==> config.mk <==
export PLATFORM = sky130hd
export DESIGN_NAME = joystick_xy_control_regs
export DESIGN_NICKNAME = d
export VERILOG_FILES = /design/src/rtl/joystick_regs_pkg.sv /design/src/rtl/joystick_axis_scaler.sv /design/src/rtl/joystick_xy_control_regs.sv
export SDC_FILE = /design/constraint.sdc
export NUM_CORES = 1
export LEC_CHECK = 0
export BUFFER_PORTS_ARGS = -buffer_cell sky130_fd_sc_hd__buf_2
export CAP_MARGIN = 20
export CORE_MARGIN = 2
export CORE_UTILIZATION = 40
export CTS_CLUSTER_DIAMETER = 80
export DETAILED_ROUTE_END_ITERATION = 8
export PLACE_DENSITY = 0.63
export RECOVER_POWER = 50
export SYNTH_ARGS = -nofsm -noshare
export SYNTH_HDL_FRONTEND = slang
export SYNTH_SLANG_ARGS = --single-unit
==> constraint.sdc <==
create_clock -name i_clk -period 10.9 [get_ports i_clk]
set_clock_uncertainty 0.15 [all_clocks]
set_input_delay 2.18 -clock i_clk [delete_from_list [all_inputs] [get_ports i_clk]]
set_output_delay 2.18 -clock i_clk [all_outputs]
set_load 0.02 [all_outputs]
==> src/rtl/joystick_regs_pkg.sv <==
// Register map, field layout, reset values and states of the joystick control block
package joystick_regs_pkg;

  // Register offsets
  localparam logic [7:0] ADDR_MFR_ID    = 8'h0c;
  localparam logic [7:0] ADDR_COMP_VER  = 8'h0d;
  localparam logic [7:0] ADDR_SI_REV    = 8'h0e;
  localparam logic [7:0] ADDR_MAIN_CTRL = 8'h0f;
  localparam logic [7:0] ADDR_X_RES     = 8'h10;
  localparam logic [7:0] ADDR_Y_RES     = 8'h11;
  localparam logic [7:0] ADDR_LIM_BASE  = 8'h12;
  localparam logic [7:0] ADDR_SCALE     = 8'h2d;
  localparam logic [7:0] ADDR_TRIM      = 8'h2e;

  // Main control field positions
  localparam int CTRL_IDLE_BIT  = 7;
  localparam int CTRL_TB_MSB    = 6;
  localparam int CTRL_TB_LSB    = 4;
  localparam int CTRL_MASK_BIT  = 3;
  localparam int CTRL_FUNC_BIT  = 2;
  localparam int CTRL_SRST_BIT  = 1;
  localparam int CTRL_VALID_BIT = 0;

  // Reset values
  localparam logic       RST_IDLE    = 1'b1;
  localparam logic [2:0] RST_TB      = 3'h7;
  localparam logic       RST_MASK    = 1'b0;
  localparam logic       RST_FUNC    = 1'b0;
  localparam logic [7:0] RST_RESULT  = 8'h00;
  localparam logic [7:0] RST_POS_LIM = 8'h05;
  localparam logic [7:0] RST_NEG_LIM = 8'hfb;
  localparam logic [7:0] RST_SCALE   = 8'h09;
  localparam logic [7:0] RST_TRIM    = 8'h84;
  localparam logic [7:0] UNMAPPED_RD = 8'h00;

  // Scaling and serial framing
  localparam int         SCALE_SHIFT = 3;
  localparam int         NUM_LIMITS  = 4;
  localparam logic [3:0] BYTE_BITS   = 4'h8;

  // Serial slave states
  typedef enum logic [8:0] {
    ST_IDLE     = 9'h001,
    ST_ADDR     = 9'h002,
    ST_ACK_ADDR = 9'h004,
    ST_REG      = 9'h008,
    ST_ACK_REG  = 9'h010,
    ST_WDATA    = 9'h020,
    ST_ACK_WR   = 9'h040,
    ST_RDATA    = 9'h080,
    ST_ACK_RD   = 9'h100
  } i2c_state_e;

endpackage

==> src/rtl/joystick_axis_scaler.sv <==
// Scales raw axis values to signed 8-bit results and compares them with the limits
`timescale 1ns/10ps
`default_nettype none
module joystick_axis_scaler
  import joystick_regs_pkg::*;
#(
  parameter int RAW_W = 12
) (
  input  wire logic                    i_clk,
  input  wire logic                    i_rst,
  input  wire logic                    i_valid,
  input  wire logic signed [RAW_W-1:0] i_raw_x,
  input  wire logic signed [RAW_W-1:0] i_raw_y,
  input  wire logic [7:0]              i_scale,
  input  wire logic [7:0]              i_pos_h,
  input  wire logic [7:0]              i_neg_h,
  input  wire logic [7:0]              i_pos_v,
  input  wire logic [7:0]              i_neg_v,
  output logic                         o_valid,
  output logic [7:0]                   o_x,
  output logic [7:0]                   o_y,
  output logic                         o_outside
);

  generate
    if (RAW_W < 8 || RAW_W > 16) begin : g_bad_width
      $error("RAW_W must lie between 8 and 16");
    end
  endgenerate

  logic signed [RAW_W-1:0] raw [2];
  logic        [7:0]       sat [2];
  logic                    outside;

  assign raw[0] = i_raw_x;
  assign raw[1] = i_raw_y;

  generate
    for (genvar a = 0; a < 2; a++) begin : g_axis
      logic signed [RAW_W+8:0] prod;
      logic signed [RAW_W+8:0] shifted;
      // Scale by the programmed factor in eighths (shift right by 3), then clamp to the 8-bit range
      assign prod    = raw[a] * $signed({1'b0, i_scale});
      assign shifted = prod >>> SCALE_SHIFT;
      assign sat[a]  = (shifted > 8'sh7f) ? 8'h7f :
                       (shifted < 8'sh80) ? 8'h80 : shifted[7:0];
    end
  endgenerate

  // Outside any of the four limits
  assign outside = ($signed(sat[0]) > $signed(i_pos_h)) ||
                   ($signed(sat[0]) < $signed(i_neg_h)) ||
                   ($signed(sat[1]) > $signed(i_pos_v)) ||
                   ($signed(sat[1]) < $signed(i_neg_v));

  always_ff @(posedge i_clk or posedge i_rst) begin
    if (i_rst) begin
      o_valid   <= 1'b0;
      o_x       <= RST_RESULT;
      o_y       <= RST_RESULT;
      o_outside <= 1'b0;
    end else begin
      o_valid <= i_valid;
      if (i_valid) begin
        o_x       <= sat[0];
        o_y       <= sat[1];
        o_outside <= outside;
      end
    end
  end

endmodule
`default_nettype wire

==> src/rtl/joystick_xy_control_regs.sv <==
// Serial-reached control, limit and result registers of the two-axis joystick sensor
`timescale 1ns/10ps
`default_nettype none
module joystick_xy_control_regs
  import joystick_regs_pkg::*;
#(
  parameter int         RAW_W        = 12,
  parameter logic [6:0] DEV_ADDR     = 7'h2a, // Value is arbitrary
  parameter logic [7:0] MFR_ID_VAL   = 8'h5a, // Value is arbitrary
  parameter logic [7:0] COMP_VER_VAL = 8'h31, // Value is arbitrary
  parameter logic [7:0] SI_REV_VAL   = 8'h01  // Value is arbitrary
) (
  input  wire logic                    i_clk,
  input  wire logic                    i_rst,
  input  wire logic                    i_scl,
  input  wire logic                    i_sda,
  output logic                         o_sda,
  output logic                         o_sda_oe,
  input  wire logic                    i_calc_start,
  input  wire logic                    i_calc_done,
  input  wire logic signed [RAW_W-1:0] i_raw_x,
  input  wire logic signed [RAW_W-1:0] i_raw_y,
  output logic                         o_idle_mode,
  output logic [2:0]                   o_lp_timebase,
  output logic [7:0]                   o_trim_ctrl,
  output logic                         o_motion_irq_n,
  output logic                         o_motion_irq_n_oe
);

  // Line sampling and bus conditions
  logic scl_q;
  logic sda_q;
  wire  scl_rise  = i_scl & ~scl_q;
  wire  scl_fall  = ~i_scl & scl_q;
  wire  bus_start = scl_q & i_scl & sda_q & ~i_sda;
  wire  bus_stop  = scl_q & i_scl & ~sda_q & i_sda;

  always_ff @(posedge i_clk or posedge i_rst) begin
    if (i_rst) begin
      scl_q <= 1'b1;
      sda_q <= 1'b1;
    end else begin
      scl_q <= i_scl;
      sda_q <= i_sda;
    end
  end
  // Slave state
  i2c_state_e st_q, st_d;
  logic [3:0] cnt_q, cnt_d;
  logic [7:0] sh_q, sh_d;
  logic [7:0] tx_q, tx_d;
  logic [7:0] ptr_q, ptr_d;
  logic       oe_q, oe_d;
  logic       rw_q, rw_d;
  logic       nack_q, nack_d;
  logic       rd_y_q, rd_y_d;
  logic       wr_en;
  logic       y_ack_done;
  // Register storage
  logic       idle_q;
  logic [2:0] tb_q;
  logic       mask_q;
  logic       func_q;
  logic       valid_q;
  logic [7:0] x_q;
  logic [7:0] y_q;
  logic [7:0] scale_q;
  logic [7:0] trim_q;
  logic [7:0] lim_q [NUM_LIMITS];
  logic       irq_flag_q;
  logic       irq_oe_q;
  // Scaler results
  logic       sc_valid;
  logic [7:0] sc_x;
  logic [7:0] sc_y;
  logic       sc_outside;
  // Read selection
  wire [7:0] ctrl_rd = {idle_q, tb_q, mask_q, func_q, 1'b0, valid_q};
  wire       lim_hit = (ptr_q >= ADDR_LIM_BASE) &&
                       (ptr_q < ADDR_LIM_BASE + 8'(NUM_LIMITS));
  wire [1:0] lim_idx = 2'(ptr_q - ADDR_LIM_BASE);
  wire [7:0] rd_data =
      (ptr_q == ADDR_MFR_ID)    ? MFR_ID_VAL   :
      (ptr_q == ADDR_COMP_VER)  ? COMP_VER_VAL :
      (ptr_q == ADDR_SI_REV)    ? SI_REV_VAL   :
      (ptr_q == ADDR_MAIN_CTRL) ? ctrl_rd      :
      (ptr_q == ADDR_X_RES)     ? x_q          :
      (ptr_q == ADDR_Y_RES)     ? y_q          :
      lim_hit                   ? lim_q[lim_idx] :
      (ptr_q == ADDR_SCALE)     ? scale_q      :
      (ptr_q == ADDR_TRIM)      ? trim_q       : UNMAPPED_RD;
  // Serial slave next-state logic
  always_comb begin
    st_d       = st_q;
    cnt_d      = cnt_q;
    sh_d       = sh_q;
    tx_d       = tx_q;
    ptr_d      = ptr_q;
    oe_d       = oe_q;
    rw_d       = rw_q;
    nack_d     = nack_q;
    rd_y_d     = rd_y_q;
    wr_en      = 1'b0;
    y_ack_done = 1'b0;
    if (bus_start) begin
      st_d  = ST_ADDR;
      cnt_d = 4'h0;
      oe_d  = 1'b0;
    end else if (bus_stop) begin
      st_d = ST_IDLE;
      oe_d = 1'b0;
    end else begin
      if (scl_rise) begin
        if (st_q == ST_ADDR || st_q == ST_REG || st_q == ST_WDATA) begin
          sh_d  = {sh_q[6:0], i_sda};
          cnt_d = cnt_q + 4'h1;
        end
        if (st_q == ST_RDATA) begin
          cnt_d = cnt_q + 4'h1;
        end
        if (st_q == ST_ACK_RD) begin
          nack_d = i_sda;
        end
      end
      if (scl_fall) begin
        unique case (st_q)
          ST_IDLE: begin
            oe_d = 1'b0;
          end
          ST_ADDR: begin
            if (cnt_q == BYTE_BITS) begin
              if (sh_q[7:1] == DEV_ADDR) begin
                rw_d = sh_q[0];
                oe_d = 1'b1;
                st_d = ST_ACK_ADDR;
              end else begin
                st_d = ST_IDLE;
              end
            end
          end
          ST_ACK_ADDR: begin
            cnt_d = 4'h0;
            if (rw_q) begin
              tx_d   = rd_data;
              oe_d   = ~rd_data[7];
              rd_y_d = (ptr_q == ADDR_Y_RES);
              ptr_d  = ptr_q + 8'h01;
              st_d   = ST_RDATA;
            end else begin
              oe_d = 1'b0;
              st_d = ST_REG;
            end
          end
          ST_REG: begin
            if (cnt_q == BYTE_BITS) begin
              ptr_d = sh_q;
              oe_d  = 1'b1;
              st_d  = ST_ACK_REG;
            end
          end
          ST_ACK_REG, ST_ACK_WR: begin
            cnt_d = 4'h0;
            oe_d  = 1'b0;
            st_d  = ST_WDATA;
          end
          ST_WDATA: begin
            if (cnt_q == BYTE_BITS) begin
              wr_en = 1'b1;
              ptr_d = ptr_q + 8'h01;
              oe_d  = 1'b1;
              st_d  = ST_ACK_WR;
            end
          end
          ST_RDATA: begin
            if (cnt_q == BYTE_BITS) begin
              oe_d = 1'b0;
              st_d = ST_ACK_RD;
            end else begin
              tx_d = {tx_q[6:0], 1'b0};
              oe_d = ~tx_q[6];
            end
          end
          ST_ACK_RD: begin
            y_ack_done = rd_y_q;
            cnt_d      = 4'h0;
            if (nack_q) begin
              oe_d = 1'b0;
              st_d = ST_IDLE;
            end else begin
              tx_d   = rd_data;
              oe_d   = ~rd_data[7];
              rd_y_d = (ptr_q == ADDR_Y_RES);
              ptr_d  = ptr_q + 8'h01;
              st_d   = ST_RDATA;
            end
          end
          default: begin
            oe_d = 1'b0;
            st_d = ST_IDLE;
          end
        endcase
      end
    end
  end

  always_ff @(posedge i_clk or posedge i_rst) begin
    if (i_rst) begin
      st_q   <= ST_IDLE;
      cnt_q  <= 4'h0;
      sh_q   <= 8'h00;
      tx_q   <= 8'h00;
      ptr_q  <= 8'h00;
      oe_q   <= 1'b0;
      rw_q   <= 1'b0;
      nack_q <= 1'b1;
      rd_y_q <= 1'b0;
    end else begin
      st_q   <= st_d;
      cnt_q  <= cnt_d;
      sh_q   <= sh_d;
      tx_q   <= tx_d;
      ptr_q  <= ptr_d;
      oe_q   <= oe_d;
      rw_q   <= rw_d;
      nack_q <= nack_d;
      rd_y_q <= rd_y_d;
    end
  end

  // Write decode
  wire wr_ctrl  = wr_en && (ptr_q == ADDR_MAIN_CTRL);
  wire wr_scale = wr_en && (ptr_q == ADDR_SCALE);
  wire wr_trim  = wr_en && (ptr_q == ADDR_TRIM);
  wire soft_rst = wr_ctrl && sh_q[CTRL_SRST_BIT];
  wire [7:0] ctrl_wd = soft_rst ? {RST_IDLE, RST_TB, RST_MASK, RST_FUNC, 2'h0} : sh_q;
  // Main control fields
  always_ff @(posedge i_clk or posedge i_rst) begin
    if (i_rst) begin
      idle_q <= RST_IDLE;
      tb_q   <= RST_TB;
      mask_q <= RST_MASK;
      func_q <= RST_FUNC;
    end else if (wr_ctrl) begin
      idle_q <= ctrl_wd[CTRL_IDLE_BIT];
      tb_q   <= ctrl_wd[CTRL_TB_MSB:CTRL_TB_LSB];
      mask_q <= ctrl_wd[CTRL_MASK_BIT];
      func_q <= ctrl_wd[CTRL_FUNC_BIT];
    end
  end
  // Scaling and trim
  always_ff @(posedge i_clk or posedge i_rst) begin
    if (i_rst) begin
      scale_q <= RST_SCALE;
      trim_q  <= RST_TRIM;
    end else begin
      if (wr_scale || soft_rst) begin
        scale_q <= soft_rst ? RST_SCALE : sh_q;
      end
      if (wr_trim || soft_rst) begin
        trim_q <= soft_rst ? RST_TRIM : sh_q;
      end
    end
  end
  // Limit registers
  generate
    for (genvar i = 0; i < NUM_LIMITS; i++) begin : g_lim
      localparam logic [7:0] LIM_RST = (i % 2 == 0) ? RST_POS_LIM : RST_NEG_LIM;
      wire wr_lim = wr_en && (ptr_q == ADDR_LIM_BASE + 8'(i));
      always_ff @(posedge i_clk or posedge i_rst) begin
        if (i_rst) begin
          lim_q[i] <= LIM_RST;
        end else if (wr_lim || soft_rst) begin
          lim_q[i] <= soft_rst ? LIM_RST : sh_q;
        end
      end
    end
  endgenerate

  joystick_axis_scaler #(
    .RAW_W (RAW_W)
  ) u_scaler (
    .i_clk     (i_clk),
    .i_rst     (i_rst),
    .i_valid   (i_calc_done),
    .i_raw_x   (i_raw_x),
    .i_raw_y   (i_raw_y),
    .i_scale   (scale_q),
    .i_pos_h   (lim_q[0]),
    .i_neg_h   (lim_q[1]),
    .i_pos_v   (lim_q[2]),
    .i_neg_v   (lim_q[3]),
    .o_valid   (sc_valid),
    .o_x       (sc_x),
    .o_y       (sc_y),
    .o_outside (sc_outside)
  );

  // Results, readiness and interrupt
  wire irq_set = sc_valid && !mask_q && (!func_q || sc_outside);
  wire irq_d   = soft_rst ? 1'b0 :
                 irq_set  ? 1'b1 :
                 y_ack_done ? 1'b0 : irq_flag_q;

  always_ff @(posedge i_clk or posedge i_rst) begin
    if (i_rst) begin
      x_q     <= RST_RESULT;
      y_q     <= RST_RESULT;
      valid_q <= 1'b0;
    end else begin
      if (sc_valid || soft_rst) begin
        x_q <= soft_rst ? RST_RESULT : sc_x;
        y_q <= soft_rst ? RST_RESULT : sc_y;
      end
      if (i_calc_start || soft_rst) begin
        valid_q <= 1'b0;
      end else if (sc_valid) begin
        valid_q <= 1'b1;
      end
    end
  end

  always_ff @(posedge i_clk or posedge i_rst) begin
    if (i_rst) begin
      irq_flag_q <= 1'b0;
      irq_oe_q   <= 1'b0;
    end else begin
      irq_flag_q <= irq_d;
      irq_oe_q   <= irq_d && !(wr_ctrl ? sh_q[CTRL_MASK_BIT] : mask_q);
    end
  end

  assign o_sda             = 1'b0;
  assign o_sda_oe          = oe_q;
  assign o_idle_mode       = idle_q;
  assign o_lp_timebase     = tb_q;
  assign o_trim_ctrl       = trim_q;
  assign o_motion_irq_n    = 1'b0;
  assign o_motion_irq_n_oe = irq_oe_q;

endmodule
`default_nettype wire

# After elaboration in Yosys (flattened, before gate mapping)
# Index checks and enable logic that the tools add are counted.
# totals
ff_bits,133
latchBits,0
ram_bits,0
mem_bits_ro,0
in_bits,30
output_inout_bits,16
memories,0
# op_classes
addsub,3
multipliers,2
div,0
order_cmp,11
n_eq_ne,36
n_shift,0
mux,78
n_bitwise,16
n_reduce_logical,45
# op_table
op,count
$mux W8,28
$pmux W9 S8,1
$mux W9,7
$eq A8 B5 Y1 const B,6
$mul A12 B9 Y21,2
$gt A18 B8 Y1 const B,2
$lt A18 B8 Y1 const B,2
$eq A8 B4 Y1 const B,4
$pmux W8 S4,1
$mux W4,7
$mux W1,26
$mux W7,3
$pmux W7 S3,1
$ne A4 B3 Y1 const B,5
$reduce_and A6 Y1,3
$bmux W8 S2,1
$eq A8 B6 Y1 const B,2
$gt A8 B8 Y1,2
$lt A8 B8 Y1,2
$logic_or A1 B1 Y1,14
$logic_and A1 B1 Y1,12
$reduce_and A4 Y1,3
$eq A9 B1 Y1 const B,1
$eq A9 B2 Y1 const B,1
other kinds (33),55

# Depth between registers and ports, before layout
# depth
word_depth,18
depth_mapped,32

# Cells and area by module
# From an unflattened synthesis, not the netlist that was laid out.
# hier_totals
hier_cells,1718
hier_area_um2,15373.5
# modules_own_cells
module,n_inst,cells_per_inst,area_each_um2,seq_area_each_um2
joystick_axis_scaler,1,1034,8807.2,450.4
joystick_xy_control_regs,1,684,6566.3,2915.3

# Worst setup path after synthesis
# OpenSTA, ideal clock, no wires.
# synth_path
path_type,input -> register
start,input port i_raw_y[11]
end,register u_scaler.o_outside
setup_ps,138
arrival_time_ps,8508
setup_slack_ps,2104
cell_stages,30
path_buffers,1
cell_sequence,and2_1 > fa_1 > inv_1 > fa_1 > inv_1 > fa_1 > inv_1 > fa_1 > inv_1 > ha_1 > buf_6 > a21o_1 > a21oi_1 > o21ai_0 > o31a_1 > a31o_1 > nand4bb_4 > o41ai_4 > inv_1 > nor2_1 > ha_1 > nor2b_1 > o21a_1 > o21a_1 > o211ai_1 > a21oi_1 > nor4_1 > nand2_1 > o31ai_1 > nand4_1
# synth_rtl
item,line,rtl
"start, declared",joystick_xy_control_regs.sv:22,"input wire logic signed [RAW_W-1:0] i_raw_y,"
"end signal, assigned",joystick_axis_scaler.sv:67,o_outside <= outside;
"end, declared",joystick_axis_scaler.sv:22,output logic o_outside

==> impl_metrics.py <==
metrics = {
    "clock_tree": {
        "cts-root-buf": "clkbuf_16",
        "cts_buffers": 17,
        "cts_htree_levels": 4,
        "clk_latency_ns": 0.42,
        "post-cts-setup-buffers": 0,
        "clk_pin_slew_ns": 0.06,
        "cts_tree": "built",
        "cts-hold-fix-buffers": 0,
        "postCtsResizedCells": 0,
        "clock-sinks": 133,
        "clock_path_buffers": 2,
    },
    "sta": {
        "worst_slew_pin_slew_ns": 3.78,
        "period_share": 0.848,
        "relSlewSlack": -1.52,
        "finalCriticalPeriod_ns": 9.25,
        "drv_slew": 124,
        "fmax_mhz": 108,
        "final.setup.tns_ns": 0,
        "rsz0062_at_grt": "no",
        "hold_viol_final": 0,
        "setup_viol": 0,
    },
    "drt": {
        "dr.first_iter.drc_count": 611,
        "vias": 11400,
        "drt-pass1-iter-count": 5,
        "drt-wirelength-per-cell_um": 16.9,
        "routed_via_density": 5.26,
        "drt-total-wl_um": 36800,
        "drc": 0,
        "final_antenna_net_count": 0,
    },
    "setup_path": {
        "worst_setup_path_start_kind": "primary input",
        "max_stage_delay_ns": 0.61,
        "required_ns": 11.04,
        "endpoint_kind": "flip-flop",
        "critPathBufInv": 6,
        "ff2ff_path_depth": 27,
        "slowest_stage": "o41ai_4",
        "critPathKind": "in -> reg",
        "critical_path_depth": 30,
        "cpMostUsedCell": "inv_1",
        "path_max_fanout": 9,
        "worst_path_dominant_cell_family": "adder cells",
        "critPathArrivalTime_ns": 9.39,
    },
    "min_path": {
        "hold_path.class": "reg -> reg",
        "hold_depth": 2,
    },
    "global_routing": {
        "grt_max_degree": 83,
        "grt_pass1_wl_um": 62300,
        "grt_pass1_vias": 11700,
        "grt_use_total": 0.200,
        "antenna_found_initial": 2,
        "overflow": 0,
    },
    "yosys": {
        "synth_top_area_cell": "fa_1",
        "synth_cells": 1671,
        "synth_area_mm2": 0.0150,
        "ys.flop_type": "dfrtp_1",
        "synthDistinctLibCells": 83,
        "yosys_register_bits": 133,
        "async_reset_ff_frac": 1.00,
        "synth_edf_count": 0,
        "synthTopCellsByArea": "fa_1 21%, dfrtp_1 17%, ha_1 9.6%, inv_1 7.3%, dfstp_2 5.2%",
        "ys_warn_count": 0,
        "synth_seq_area_share": 0.224,
        "synth_top_cell_area_share": 0.208,
        "synth_most_common_cell": "inv_1",
        "avgSynthCellArea_um2": 9.00,
        "synth_common_cells": "292 x inv_1, 170 x nand2_1, 156 x fa_1, 116 x ha_1, 113 x and2_1",
    },
    "floorplanning": {
        "dieHeight_um": 198,
        "rows": 71,
        "io_pins": 46,
        "die-area_mm2": 0.0392,
        "die_x_um": 198,
        "core_area_mm2": 0.0373,
        "start_util": 0.403,
    },
    "cells_and_area": {
        "fillers": 3627,
        "fin_area_mm2": 0.0162,
        "layout-drive-gt1-share": 0.0914,
        "fin_nets": 1985,
        "syn_to_final_growth_pct": 7.98,
    },
    "pwr": {
        "cellLeakagePower_nw": 8.47,
        "finalPower_mw": 1.29,
        "p_per_area_mw_per_mm2": 79.6,
        "vdd_drop_max_mv": 0.111,
    },
    "run_status": {
        "status": "finished with violations",
        "violations": "capacitance limit, slew limit",
    },
    "placement": {
        "postPlaceCellArea_mm2": 0.0157,
        "port_buffers": 43,
        "place.gp.congestion": 0.860,
        "dp_hpwl_um": 28600,
    },
    "run": {
        "drv_cap": 2,
    },
}
-- path summary, 6_finish.rpt --
path / from / end / slack, ns
hold reg to reg: tx_q[3] / tx_q[3] / 0.35
max in group asynchronous: i_rst / u_scaler.o_x[0] / 3.49
setup / recovery: i_raw_y[11] / u_scaler.o_outside / 1.65
setup reg to reg: scale_q[3] / u_scaler.o_outside / 2.69
hold / removal: tx_q[3] / tx_q[3] / 0.35
min in group asynchronous: i_rst / o_trim_ctrl[4] / 2.19
-- stage by stage --
| stage | worst slack [ns] | hold slack [ns] | util | instances |
|---|---|---|---|---|
| floorplan | 2.10 | 0.299 | - | 1672 |
| global placement | 1.26 | 0.318 | 0.420 | 2137 |
| detailed placement | 1.21 | 0.337 | 0.420 | 2137 |
| CTS | 1.63 | 0.350 | 0.435 | 2169 |
| global route | 1.18 | 0.383 | 0.435 | 2170 |
| finish | 1.65 | 0.351 | 0.435 | 2171 |
-- registers in the layout, summed over array words and instances, names as in the netlist, 3 cells and up --
name	flops
cnt_q	4
lim_q	32
o_lp_timebase	3
o_trim_ctrl	8
ptr_q	8
scale_q	8
sh_q	8
st_q	9
tx_q	7
u_scaler.o_x	8
u_scaler.o_y	8
x_q	8
y_q	8
-- layout by cell type, fill, tap and decap left out, drive strengths merged, types with 46 or more instances in the layout --
master	count
a21oi	68
mux2i	61
nor2	102
buf	46
fa	156
inv	292
ha	116
dfrtp	103
nand2	170
and2	114
o21ai	49
-- power breakdown --
part           internal [mW]  switching [mW]
Clock                  0.348           0.222
Sequential             0.523          0.0727
Combinational         0.0490          0.0780
-- worst min-delay path: stages, from the launching register on --
cell and delay (ns):
dfrtp_1 0.35, nand2_1 0.05, o21ai_0 0.06
-- metal layers --
metal | GRT usage | wire (µm)
met5 | 0 | 0
met4 | 0.0415 | 478
met3 | 0.0290 | 2010
met2 | 0.318 | 16500
met1 | 0.290 | 17800
-- cell families after synthesis --
family / share of synthesized area
AND/OR/NAND/NOR: 0.177
buffers and inverters: 0.0903
adder cells (fa/ha/maj): 0.304
AO/OA/AOI/OAI: 0.116
flip-flops: 0.224
multiplexers: 0.0693
XOR/XNOR: 0.0192
other: 0.000249
-- final cells by class --
class                      instances  area [µm²]  area share
multi-input combinational       1186       10300       0.636
sequential                       133        3370       0.207
inverter                         292        1100      0.0676
tap                              474         593      0.0365
clock buffer                      20         457      0.0281
timing repair buffer              53         277      0.0170
clock inverter                    12         128     0.00786
antenna                            1        2.50    0.000154
(Power assumes the default switching activity.)
